===== config.mk =====
export PLATFORM = sky130hd
export DESIGN_NAME = fbc_command_interface
export DESIGN_NICKNAME = d
export VERILOG_FILES = /design/src/rtl/fbc_command_interface.v
export VERILOG_INCLUDE_DIRS = /design/src /design/src/rtl
export SDC_FILE = /design/constraint.sdc
export NUM_CORES = 1
export LEC_CHECK = 0
export BUFFER_PORTS_ARGS = -buffer_cell sky130_fd_sc_hd__buf_2
export CAP_MARGIN = 10
export CORE_ASPECT_RATIO = 0.7
export CORE_MARGIN = 2
export CORE_UTILIZATION = 50
export CTS_CLUSTER_DIAMETER = 200
export CTS_CLUSTER_SIZE = 8
export DETAILED_ROUTE_END_ITERATION = 12
export PLACE_DENSITY = 0.74
export SLEW_MARGIN = 5
export SYNTH_ARGS = -nofsm -noshare
export SYNTH_HDL_FRONTEND = slang
export SYNTH_HIERARCHICAL = 1
export SYNTH_SLANG_ARGS = --single-unit

===== constraint.sdc =====
create_clock -name sys_clk -period 2.8 [get_ports sys_clk]
set_input_delay 0.28 -clock sys_clk [delete_from_list [all_inputs] [get_ports sys_clk]]
set_output_delay 0.28 -clock sys_clk [all_outputs]
set_load 0.01 [all_outputs]

===== src/rtl/fbc_consts.vh =====
// Purpose: shared constants of the fieldbus burner command interface
// Assumes: 250 MHz system clock
// Notes:   timing figures kept in their own unit, cycle counts derived
`ifndef FBC_CONSTS_VH
`define FBC_CONSTS_VH

// clock rate
`define FBC_CLK_HZ          36'd250000000
// pin synchroniser depth
`define FBC_SYNC_STAGES     3
// timing figures
`define FBC_BUS_LOSS_S      36'd60
`define FBC_UNLOCK_MIN_MS   36'd500
`define FBC_UNLOCK_MAX_MS   36'd5000
`define FBC_FLASH_MS        36'd500
`define FBC_MS_PER_S        36'd1000

// command byte bit positions
`define FBC_CMD_HEAT        0
`define FBC_CMD_STAGE2      1
`define FBC_CMD_UNLOCK      2
`define FBC_CMD_AUX         3
`define FBC_CMD_COOL        4
`define FBC_CMD_MAIN        5
`define FBC_CMD_RELEASE     6

// bus function configuration fields
`define FBC_CFG_STAGE_EN    0
`define FBC_CFG_MAIN_EN     1
`define FBC_CFG_RELEASE_EN  2
`define FBC_CFG_COOL_EN     3
`define FBC_CFG_V2_BUS      4

// station address limits
`define FBC_ADDR_NONE       8'h00
`define FBC_ADDR_MIN        8'h01
`define FBC_ADDR_MAX_LOCAL  8'h63
`define FBC_ADDR_MAX_TOOL   8'h7e

// auxiliary output function selecting bus control
`define FBC_AUX_FN_BUS      8'h08

// protocol encoding of the captured switch
`define FBC_PROTO_PROFIBUS  1'b0
`define FBC_PROTO_MODBUS    1'b1

`endif

===== src/rtl/fbc_command_interface.v =====
// Purpose: fieldbus slave command interface of a gas burner control unit
// Assumes: frame decoding done upstream; one frame_valid pulse per good frame
// Notes:   bus loss times are parameters so a simulation can shorten them
//
// Behaviour
// - accept station address 1..99 locally, up to 126 from the tool.
// - no configured address shows OFF and keeps the device off the bus.
// - a new address takes effect only after restart or enhanced unlock.
// - an altered station address raises an address-change error flag.
// - without bus connection heat request comes from the hardwired input.
// - with bus, heat request comes from bus command; indicator flashes.
// - after bus disconnection, revert to hardwired input after one minute.
// - protocol switch OFF selects Profibus, ON selects Modbus.
// - protocol switch is read at power-up only, later changes ignored.
// - bus loss with second valve on bus shuts down, else fallback later.
// - Profibus cyclic data gap beyond master watchdog counts as bus loss.
// - command bit 0 high is a heat request.
// - command bit 1 drives stage two output per two configuration values.
// - command bit 2 held 0.5 s to 5 s is a remote unlock.
// - aux function 8 keeps aux output on while command bit 3 high.
// - command bit 4 drives cooling valve only when burner idle.
// - command bit 5 switches pilot to main burner, if configured.
// - command bit 6 releases the start wait state, if configured.
// - status-only data modules carry no commands; none accepted.
`timescale 1ns/1ps
`include "fbc_consts.vh"

module fbc_command_interface #(
   parameter [35:0] MINUTE_CYCLES     = `FBC_BUS_LOSS_S * `FBC_CLK_HZ,
   // clock divided first so the 36-bit product cannot wrap
   parameter [35:0] UNLOCK_MIN_CYCLES = `FBC_UNLOCK_MIN_MS * (`FBC_CLK_HZ / `FBC_MS_PER_S),
   parameter [35:0] UNLOCK_MAX_CYCLES = `FBC_UNLOCK_MAX_MS * (`FBC_CLK_HZ / `FBC_MS_PER_S),
   parameter [35:0] FLASH_CYCLES      = `FBC_FLASH_MS * (`FBC_CLK_HZ / `FBC_MS_PER_S)
) (
   // clock and reset
   input  wire        sys_clk,
   input  wire        rstn,
   // received frames
   input  wire        frame_valid,
   input  wire [7:0]  frame_addr,
   input  wire        frame_has_output,
   input  wire [7:0]  master_command_byte,
   // profibus watchdog period set by the master, in clock cycles
   input  wire [35:0] watchdog_cycles,
   // station address configuration
   input  wire [7:0]  station_address_param,
   input  wire        addr_from_tool,
   input  wire        enhanced_unlock,
   // configuration parameters
   input  wire [7:0]  stage_output_config_param,
   input  wire [7:0]  bus_function_config_param,
   input  wire [7:0]  aux_output_function_param,
   // pins
   input  wire        protocol_switch,
   input  wire        hw_heat_request,
   // burner sequence state
   input  wire        burner_starting,
   input  wire        burner_operating,
   input  wire        in_start_release_state,
   // burner actions
   output reg         heat_request,
   output reg         stage_two_output,
   output reg         remote_unlock,
   output reg         auxiliary_output,
   output reg         cooling_air_output,
   output reg         main_burner_start,
   output reg         start_release,
   output reg         safety_shutdown,
   // bus and address status
   output reg         protocol_modbus,
   output reg         bus_active,
   output reg         bus_indicator,
   output reg         address_off,
   output reg         address_valid,
   output reg [7:0]   active_address,
   output reg         address_change_error
);

   // supervision states
   localparam [3:0] ST_IDLE   = 4'b0001;
   localparam [3:0] ST_ACTIVE = 4'b0010;
   localparam [3:0] ST_LOST   = 4'b0100;
   localparam [3:0] ST_SHUT   = 4'b1000;

   reg [3:0]  state;
   reg [3:0]  next_state;
   reg        hw_heat;
   reg        proto_taken;
   reg        addr_load;
   reg [7:0]  cmd;
   reg [35:0] gap_cnt;
   reg [35:0] lost_cnt;
   reg [35:0] unlock_cnt;
   reg [35:0] flash_cnt;
   reg        unlock_prev;

   wire [7:0] addr_max;
   wire       param_ok;
   wire       frame_ours;
   wire       loss_limit_hit;
   wire [35:0] loss_limit;
   wire       use_bus;
   wire       proto_level;
   wire       proto_settled;
   wire       heat_level;
   wire       heat_settled;

   assign addr_max   = addr_from_tool ? `FBC_ADDR_MAX_TOOL : `FBC_ADDR_MAX_LOCAL;
   assign param_ok   = (station_address_param >= `FBC_ADDR_MIN) && (station_address_param <= addr_max);
   assign frame_ours = frame_valid && address_valid && (frame_addr == active_address);
   // modbus needs a query each minute, profibus uses the master watchdog
   assign loss_limit = protocol_modbus ? MINUTE_CYCLES : watchdog_cycles;
   assign loss_limit_hit = (gap_cnt >= loss_limit);
   assign use_bus    = (state == ST_ACTIVE) || (state == ST_LOST);

   // pin synchronisers; a change counts once the second and third stages agree
   fbc_pin_sync #(
      .STAGES  (`FBC_SYNC_STAGES)
   ) u_proto_sync (
      .sys_clk (sys_clk),
      .pin     (protocol_switch),
      .level   (proto_level),
      .settled (proto_settled)
   );

   fbc_pin_sync #(
      .STAGES  (`FBC_SYNC_STAGES)
   ) u_heat_sync (
      .sys_clk (sys_clk),
      .pin     (hw_heat_request),
      .level   (heat_level),
      .settled (heat_settled)
   );

   // hardwired heat input; a half-settled sample keeps the old value
   always @(posedge sys_clk) begin
      if (!rstn) begin
         hw_heat <= 1'b0;
      end else if (heat_settled) begin
         hw_heat <= heat_level;
      end
   end

   // protocol taken once after power-up, later switch changes ignored
   always @(posedge sys_clk) begin
      if (!rstn) begin
         proto_taken     <= 1'b0;
         protocol_modbus <= `FBC_PROTO_PROFIBUS;
      end else if (!proto_taken && proto_settled) begin
         proto_taken     <= 1'b1;
         protocol_modbus <= proto_level ? `FBC_PROTO_MODBUS : `FBC_PROTO_PROFIBUS;
      end
   end

   // station address: loaded once after restart or on enhanced unlock
   always @(posedge sys_clk) begin
      if (!rstn) begin
         addr_load            <= 1'b1;
         address_valid        <= 1'b0;
         active_address       <= `FBC_ADDR_NONE;
         address_off          <= 1'b1;
         address_change_error <= 1'b0;
      end else begin
         addr_load   <= 1'b0;
         address_off <= (station_address_param == `FBC_ADDR_NONE);
         if (addr_load || enhanced_unlock) begin
            address_valid        <= param_ok;
            active_address       <= param_ok ? station_address_param : `FBC_ADDR_NONE;
            address_change_error <= 1'b0;
         end else if (station_address_param != active_address) begin
            // held until the new address is taken into use
            address_change_error <= 1'b1;
         end
      end
   end

   // command byte latch; status-only modules leave it untouched
   always @(posedge sys_clk) begin
      if (!rstn) begin
         cmd <= 8'h00;
      end else if (frame_ours && frame_has_output && (state != ST_SHUT)) begin
         // tested before the bus check so the frame that opens the link is kept
         cmd <= {1'b0, master_command_byte[6:0]};
      end else if (!use_bus) begin
         cmd <= 8'h00;
      end
   end

   // gap since the last frame addressed to us; saturates
   always @(posedge sys_clk) begin
      if (!rstn) begin
         gap_cnt <= 36'h0;
      end else if (frame_ours) begin
         gap_cnt <= 36'h0;
      end else if (!loss_limit_hit) begin
         gap_cnt <= gap_cnt + 36'h1;
      end
   end

   // bus supervision
   always @* begin
      next_state = state;
      case (state)
         ST_IDLE: begin
            if (frame_ours) begin
               next_state = ST_ACTIVE;
            end
         end
         ST_ACTIVE: begin
            if (!address_valid) begin
               next_state = ST_IDLE;
            end else if (loss_limit_hit && !frame_ours) begin
               if (bus_function_config_param[`FBC_CFG_V2_BUS]) begin
                  next_state = ST_SHUT;
               end else begin
                  next_state = ST_LOST;
               end
            end
         end
         ST_LOST: begin
            if (frame_ours) begin
               next_state = ST_ACTIVE;
            end else if (lost_cnt >= MINUTE_CYCLES) begin
               next_state = ST_IDLE;
            end
         end
         ST_SHUT: begin
            // cleared only by restart or enhanced unlock
            if (enhanced_unlock) begin
               next_state = ST_IDLE;
            end
         end
         default: begin
            next_state = ST_IDLE;
         end
      endcase
   end

   always @(posedge sys_clk) begin
      if (!rstn) begin
         state    <= ST_IDLE;
         lost_cnt <= 36'h0;
      end else begin
         state <= next_state;
         if (state == ST_LOST) begin
            lost_cnt <= lost_cnt + 36'h1;
         end else begin
            lost_cnt <= 36'h0;
         end
      end
   end

   // remote unlock: pulse on release of a bit held within the window
   always @(posedge sys_clk) begin
      if (!rstn) begin
         unlock_cnt    <= 36'h0;
         unlock_prev   <= 1'b0;
         remote_unlock <= 1'b0;
      end else begin
         unlock_prev   <= cmd[`FBC_CMD_UNLOCK];
         remote_unlock <= 1'b0;
         if (cmd[`FBC_CMD_UNLOCK]) begin
            if (unlock_cnt <= UNLOCK_MAX_CYCLES) begin
               unlock_cnt <= unlock_cnt + 36'h1;
            end
         end else begin
            unlock_cnt <= 36'h0;
            if (unlock_prev && (unlock_cnt >= UNLOCK_MIN_CYCLES) && (unlock_cnt <= UNLOCK_MAX_CYCLES)) begin
               remote_unlock <= 1'b1;
            end
         end
      end
   end

   // bus indicator flashes while bus control is active
   always @(posedge sys_clk) begin
      if (!rstn) begin
         flash_cnt     <= 36'h0;
         bus_indicator <= 1'b0;
         bus_active    <= 1'b0;
      end else begin
         bus_active <= use_bus;
         if (!use_bus) begin
            flash_cnt     <= 36'h0;
            bus_indicator <= 1'b0;
         end else if (flash_cnt >= FLASH_CYCLES - 36'h1) begin
            flash_cnt     <= 36'h0;
            bus_indicator <= ~bus_indicator;
         end else begin
            flash_cnt <= flash_cnt + 36'h1;
         end
      end
   end

   // burner actions; all registered
   always @(posedge sys_clk) begin
      if (!rstn) begin
         heat_request       <= 1'b0;
         stage_two_output   <= 1'b0;
         auxiliary_output   <= 1'b0;
         cooling_air_output <= 1'b0;
         main_burner_start  <= 1'b0;
         start_release      <= 1'b0;
         safety_shutdown    <= 1'b0;
      end else begin
         // hardwired input when off the bus, bus command otherwise
         heat_request <= use_bus ? cmd[`FBC_CMD_HEAT] : hw_heat;
         stage_two_output <= cmd[`FBC_CMD_STAGE2] && (stage_output_config_param != 8'h00)
                             && bus_function_config_param[`FBC_CFG_STAGE_EN];
         auxiliary_output <= cmd[`FBC_CMD_AUX] && (aux_output_function_param == `FBC_AUX_FN_BUS);
         cooling_air_output <= cmd[`FBC_CMD_COOL] && bus_function_config_param[`FBC_CFG_COOL_EN]
                               && !burner_starting && !burner_operating;
         main_burner_start <= cmd[`FBC_CMD_MAIN] && bus_function_config_param[`FBC_CFG_MAIN_EN];
         start_release <= cmd[`FBC_CMD_RELEASE] && in_start_release_state
                          && bus_function_config_param[`FBC_CFG_RELEASE_EN];
         safety_shutdown <= (next_state == ST_SHUT);
      end
   end

endmodule

// pin synchroniser; settled is high while the last two stages agree
module fbc_pin_sync #(
   parameter STAGES = 3
) (
   // clock
   input  wire sys_clk,
   // asynchronous pin
   input  wire pin,
   // synchronised view
   output wire level,
   output wire settled
);

   // no reset: the chain keeps tracking the pin while rstn is low,
   // so the first sample after release already reflects the pin
   reg [STAGES-1:0] stages;

   always @(posedge sys_clk) begin
      stages <= {stages[STAGES-2:0], pin};
   end

   assign level   = stages[STAGES-1];
   assign settled = (stages[STAGES-2] == stages[STAGES-1]);

endmodule


==> impl_summary.log <==
[metrics] result of the run: finished, violations left
[metrics] failing checks: setup timing
[metrics] Final Hold Violating Endpoints: 0
[metrics] Die Height: 119 um
[metrics] buffer depth of the longest clock path: 2
[metrics] total DRC errors in the routed layout: 0
[metrics] launch instance of the worst register-to-register path: protocol_modbus
[metrics] number of global-route vias before repair: 7587
[metrics] unrepaired setup endpoints after global routing: true
[metrics] Peak VDD IR: between 0.3 and 0.4 mV
[metrics] Setup CP Type: flip-flop to flip-flop
[metrics] GR Util All Layers: approximately 23%
[metrics] global routing met3 resource utilization: under 10%
[metrics] maximum clock rate: between 300 and 400 MHz
[metrics] Die Area: around 20000 um^2
[metrics] relative area change from synthesis to final layout: 24.3%
[metrics] cell types occupying the most area after synthesis: sky130_fd_sc_hd__dfxtp_1 40%, sky130_fd_sc_hd__ha_1 6.1%, sky130_fd_sc_hd__nor2_1 5.8%
[metrics] CTS root buffer: sky130_fd_sc_hd__clkbuf_16
[metrics] Slew @ Worst Pin: about 0.73 ns
[metrics] initial standard-cell utilization of the core: 51.6%
[metrics] Max Fanout on Critical Path: 8
[metrics] number of vias in the routed layout: between 8000 and 9000
[metrics] routed wirelength normalized by instance count: about 15 um
[metrics] number of H-tree levels: 4
[metrics] Core Region: between 15000 and 20000 um^2
[metrics] flop and latch count out of synthesis: 187
[metrics] violation count after the first detailed-route iteration: about 550
[metrics] aggregate routed wire length: approximately 23 mm
[metrics] most repeated cell in the gate-level netlist after synthesis: sky130_fd_sc_hd__dfxtp_1
[metrics] Pleak: around 4.5 nW
[metrics] fraction of final layout cells sized beyond drive strength 1: ~22%
[metrics] Warnings, synthesis: 6
[metrics] wire length of the first global-routing pass: roughly 37 mm
[metrics] gate count after technology mapping: approximately 1100
[metrics] met2 Usage GRT: approximately a third
[metrics] routability-driven placement congestion ratio: a little over 0.8
[metrics] class of the worst hold path: input pin to flip-flop
[metrics] Antenna diodes: 0
[metrics] top cells by instance count after synthesis: 187 x sky130_fd_sc_hd__dfxtp_1, 145 x sky130_fd_sc_hd__nor2_1, 70 x sky130_fd_sc_hd__nand2_1
[metrics] Yosys top cell area share: approximately 40%
[metrics] die width: around 170 um
[metrics] dominant cell type by area after synthesis: sky130_fd_sc_hd__dfxtp_1
[metrics] CP dominant cell by count: sky130_fd_sc_hd__buf_12
[metrics] number of max-cap violations: 0
[metrics] total of buffers placed on input and output ports: approximately 110
[metrics] total CTS buffers: 17
[metrics] clock slew at reported path FFs: roughly 0.07 ns
[metrics] overall overflow remaining after global route: 0
[metrics] startpoint of the worst hold path: bus_function_config_param[4]
[metrics] total half-perimeter wirelength after legalization and detailed placement: about 15 mm
[metrics] antenna violations before repair: 0
[metrics] mean instance size in the synthesized netlist: around 8.7 um^2
[metrics] peak per-stage delay on the critical path: ~0.5 ns
[metrics] number of top-level design ports: around 120
[metrics] count of endpoints failing setup in the final report: 10
[metrics] power density over cell area: about 470 nW/um^2
[metrics] critical path launch point: protocol_modbus
[metrics] pin count of the biggest net entering global routing: 36
[metrics] mapped cell area: 9390 um^2
[metrics] post-route minimum period: 2.86 ns
[metrics] proportion of synthesized chip area in sequential cells: about 40%
[metrics] CTS tree: built
[metrics] vias per std cell: approximately 5.6
[metrics] cell type group with the largest total delay on the critical path: compound AO/OA/AOI/OAI gates
[metrics] sink count of the clock tree: around 190
[metrics] global routing usage on met1: approximately 33%
[metrics] first drt pass iteration count: 5
[metrics] clock latency on the worst-skew pair: 0.44 ns
[metrics] slack of the critical path: -0.0572 ns
[metrics] Async S/R FF share, synth: 0%
[metrics] critical-path cell with the highest stage delay: sky130_fd_sc_hd__or4_4
[metrics] number of synthesized flops with an enable pin: 0
[metrics] floorplan row count: 41
[metrics] element type at the critical path end: flip-flop
[metrics] required time of the critical path: roughly 3.2 ns
[metrics] final std cells w/o fill: 1490
[metrics] post-route clock skew: roughly 0.0085 ns
[metrics] Final Core Density: 64.1%
[metrics] number of slew-limit violations in the final report: 0
[metrics] final worst path period share: 102%
[metrics] worst endpoint data arrival time: about 3.2 ns
[metrics] total placed cells including tap cells: 1443
[metrics] crit path cell chain: buf_12 > nand2b_4 > ha_4 > a21oi_2 > o21ai_2 > a221oi_4 > o2111ai_4 > a21o_4 > buf_12 > or4_4 > a21oi_1
[metrics] peak-usage layer in the global routing report: met2
[metrics] distinct cell type count after synthesis: 68
[metrics] Layout Nets: 1382
[metrics] flip-flop cell with the highest count after synthesis: sky130_fd_sc_hd__dfxtp_1
[metrics] post-detailed-route count of antenna-violating nets: 0
[metrics] headroom to the max-slew limit: a little over 50%
[metrics] Worst Path Buf+Inv: 2
[metrics] CP startpoint kind: flip-flop
[timing repair]
item	CTS	global route
hold buffers	6	0
buffers inserted	4	2
cloned	3	0
pin swaps	7	35
gates resized for setup	29	41
setup endpoints to repair	31	32
endpoints found under the hold margin	4	0
[cells by family after synthesis]
group / synth area share (%)
compound gates: 11.7
xor+xnor: 10.4
fa+ha+maj: 6.13
buf+inv: 2.70
flops: 39.9
mux: 0.426
other cells: 0.0399
simple gates: 28.6
[cell usage in the layout (no fill, tap or decap), types with 14 or more instances in the layout]
cell type,n
sky130_fd_sc_hd__nor2_1,140
sky130_fd_sc_hd__buf_4,46
sky130_fd_sc_hd__nor3_1,23
sky130_fd_sc_hd__inv_1,21
sky130_fd_sc_hd__and4_1,19
sky130_fd_sc_hd__and3_1,35
sky130_fd_sc_hd__nand3_1,57
sky130_fd_sc_hd__ha_4,14
sky130_fd_sc_hd__nand2_1,69
sky130_fd_sc_hd__buf_2,112
sky130_fd_sc_hd__ha_1,31
sky130_fd_sc_hd__clkbuf_16,17
sky130_fd_sc_hd__xor2_1,53
sky130_fd_sc_hd__and2_1,15
sky130_fd_sc_hd__nand4_1,39
sky130_fd_sc_hd__dfxtp_1,186
sky130_fd_sc_hd__o21ai_0,23
sky130_fd_sc_hd__a21oi_1,54
sky130_fd_sc_hd__nor4_1,14
sky130_fd_sc_hd__xnor2_1,59
sky130_fd_sc_hd__nand2b_1,14
[per-layer routing]
metal / routed length [um] / up-vias
li1: - / 4161
met3: 1140 / 32
met1: 11300 / 3884
met2: 9900 / 197
met5: 0 / -
met4: 306 / 0
[area by class of cell]
type                    count  area [um^2]
clock buffers              19          443
well taps                 236          295
flip-flops and latches    187         3750
multi-input cells         837         5790
inverters                  22         82.6
clock inverters            13          134
fillers                  1513         6540
repair buffers            176         1180
[stage by stage]
step / TNS (ns) / power [mW] / worst slack [ns] / area [um^2] / hold WS [ns]
floorplan: 0 / 2.94 / 0.00125 / 9500 / 0.308
global placement: -2.44 / 3.07 / -0.157 / 10500 / 0.313
detailed placement: -3.89 / 3.08 / -0.212 / 10500 / 0.316
CTS: -0.329 / 5.50 / -0.0417 / 11400 / 0.0268
global route: -1.84 / 5.67 / -0.151 / 11700 / 0.0402
finish: -0.268 / 5.48 / -0.0572 / 11700 / 0.0443
[flip-flops by register name, indices dropped and copies added, names as in the netlist, 3 cells and up]
register             flops
flash_cnt               36
gap_cnt                 36
lost_cnt                36
unlock_cnt              36
active_address           8
cmd                      7
state                    4
u_heat_sync/stages       3
u_proto_sync/stages      3
[report_power, final]
group          internal [mW]  switching (mW)  total [mW]
Combinational          0.198           0.192       0.390
Clock                   1.28            1.10        2.38
Sequential              2.69          0.0244        2.71
[final timing paths]
| check | endpoint | slack (ns) | cells after the start |
|---|---|---|---|
| setup / recovery | gap_cnt[30] | -0.06 | 11 |
| hold / removal | state[2] | 0.04 | 2 |
| setup reg to reg | gap_cnt[30] | -0.06 | 11 |
| hold reg to reg | u_proto_sync/stages[1] | 0.33 | 0 |
Power figures use the tool's default switching activity.
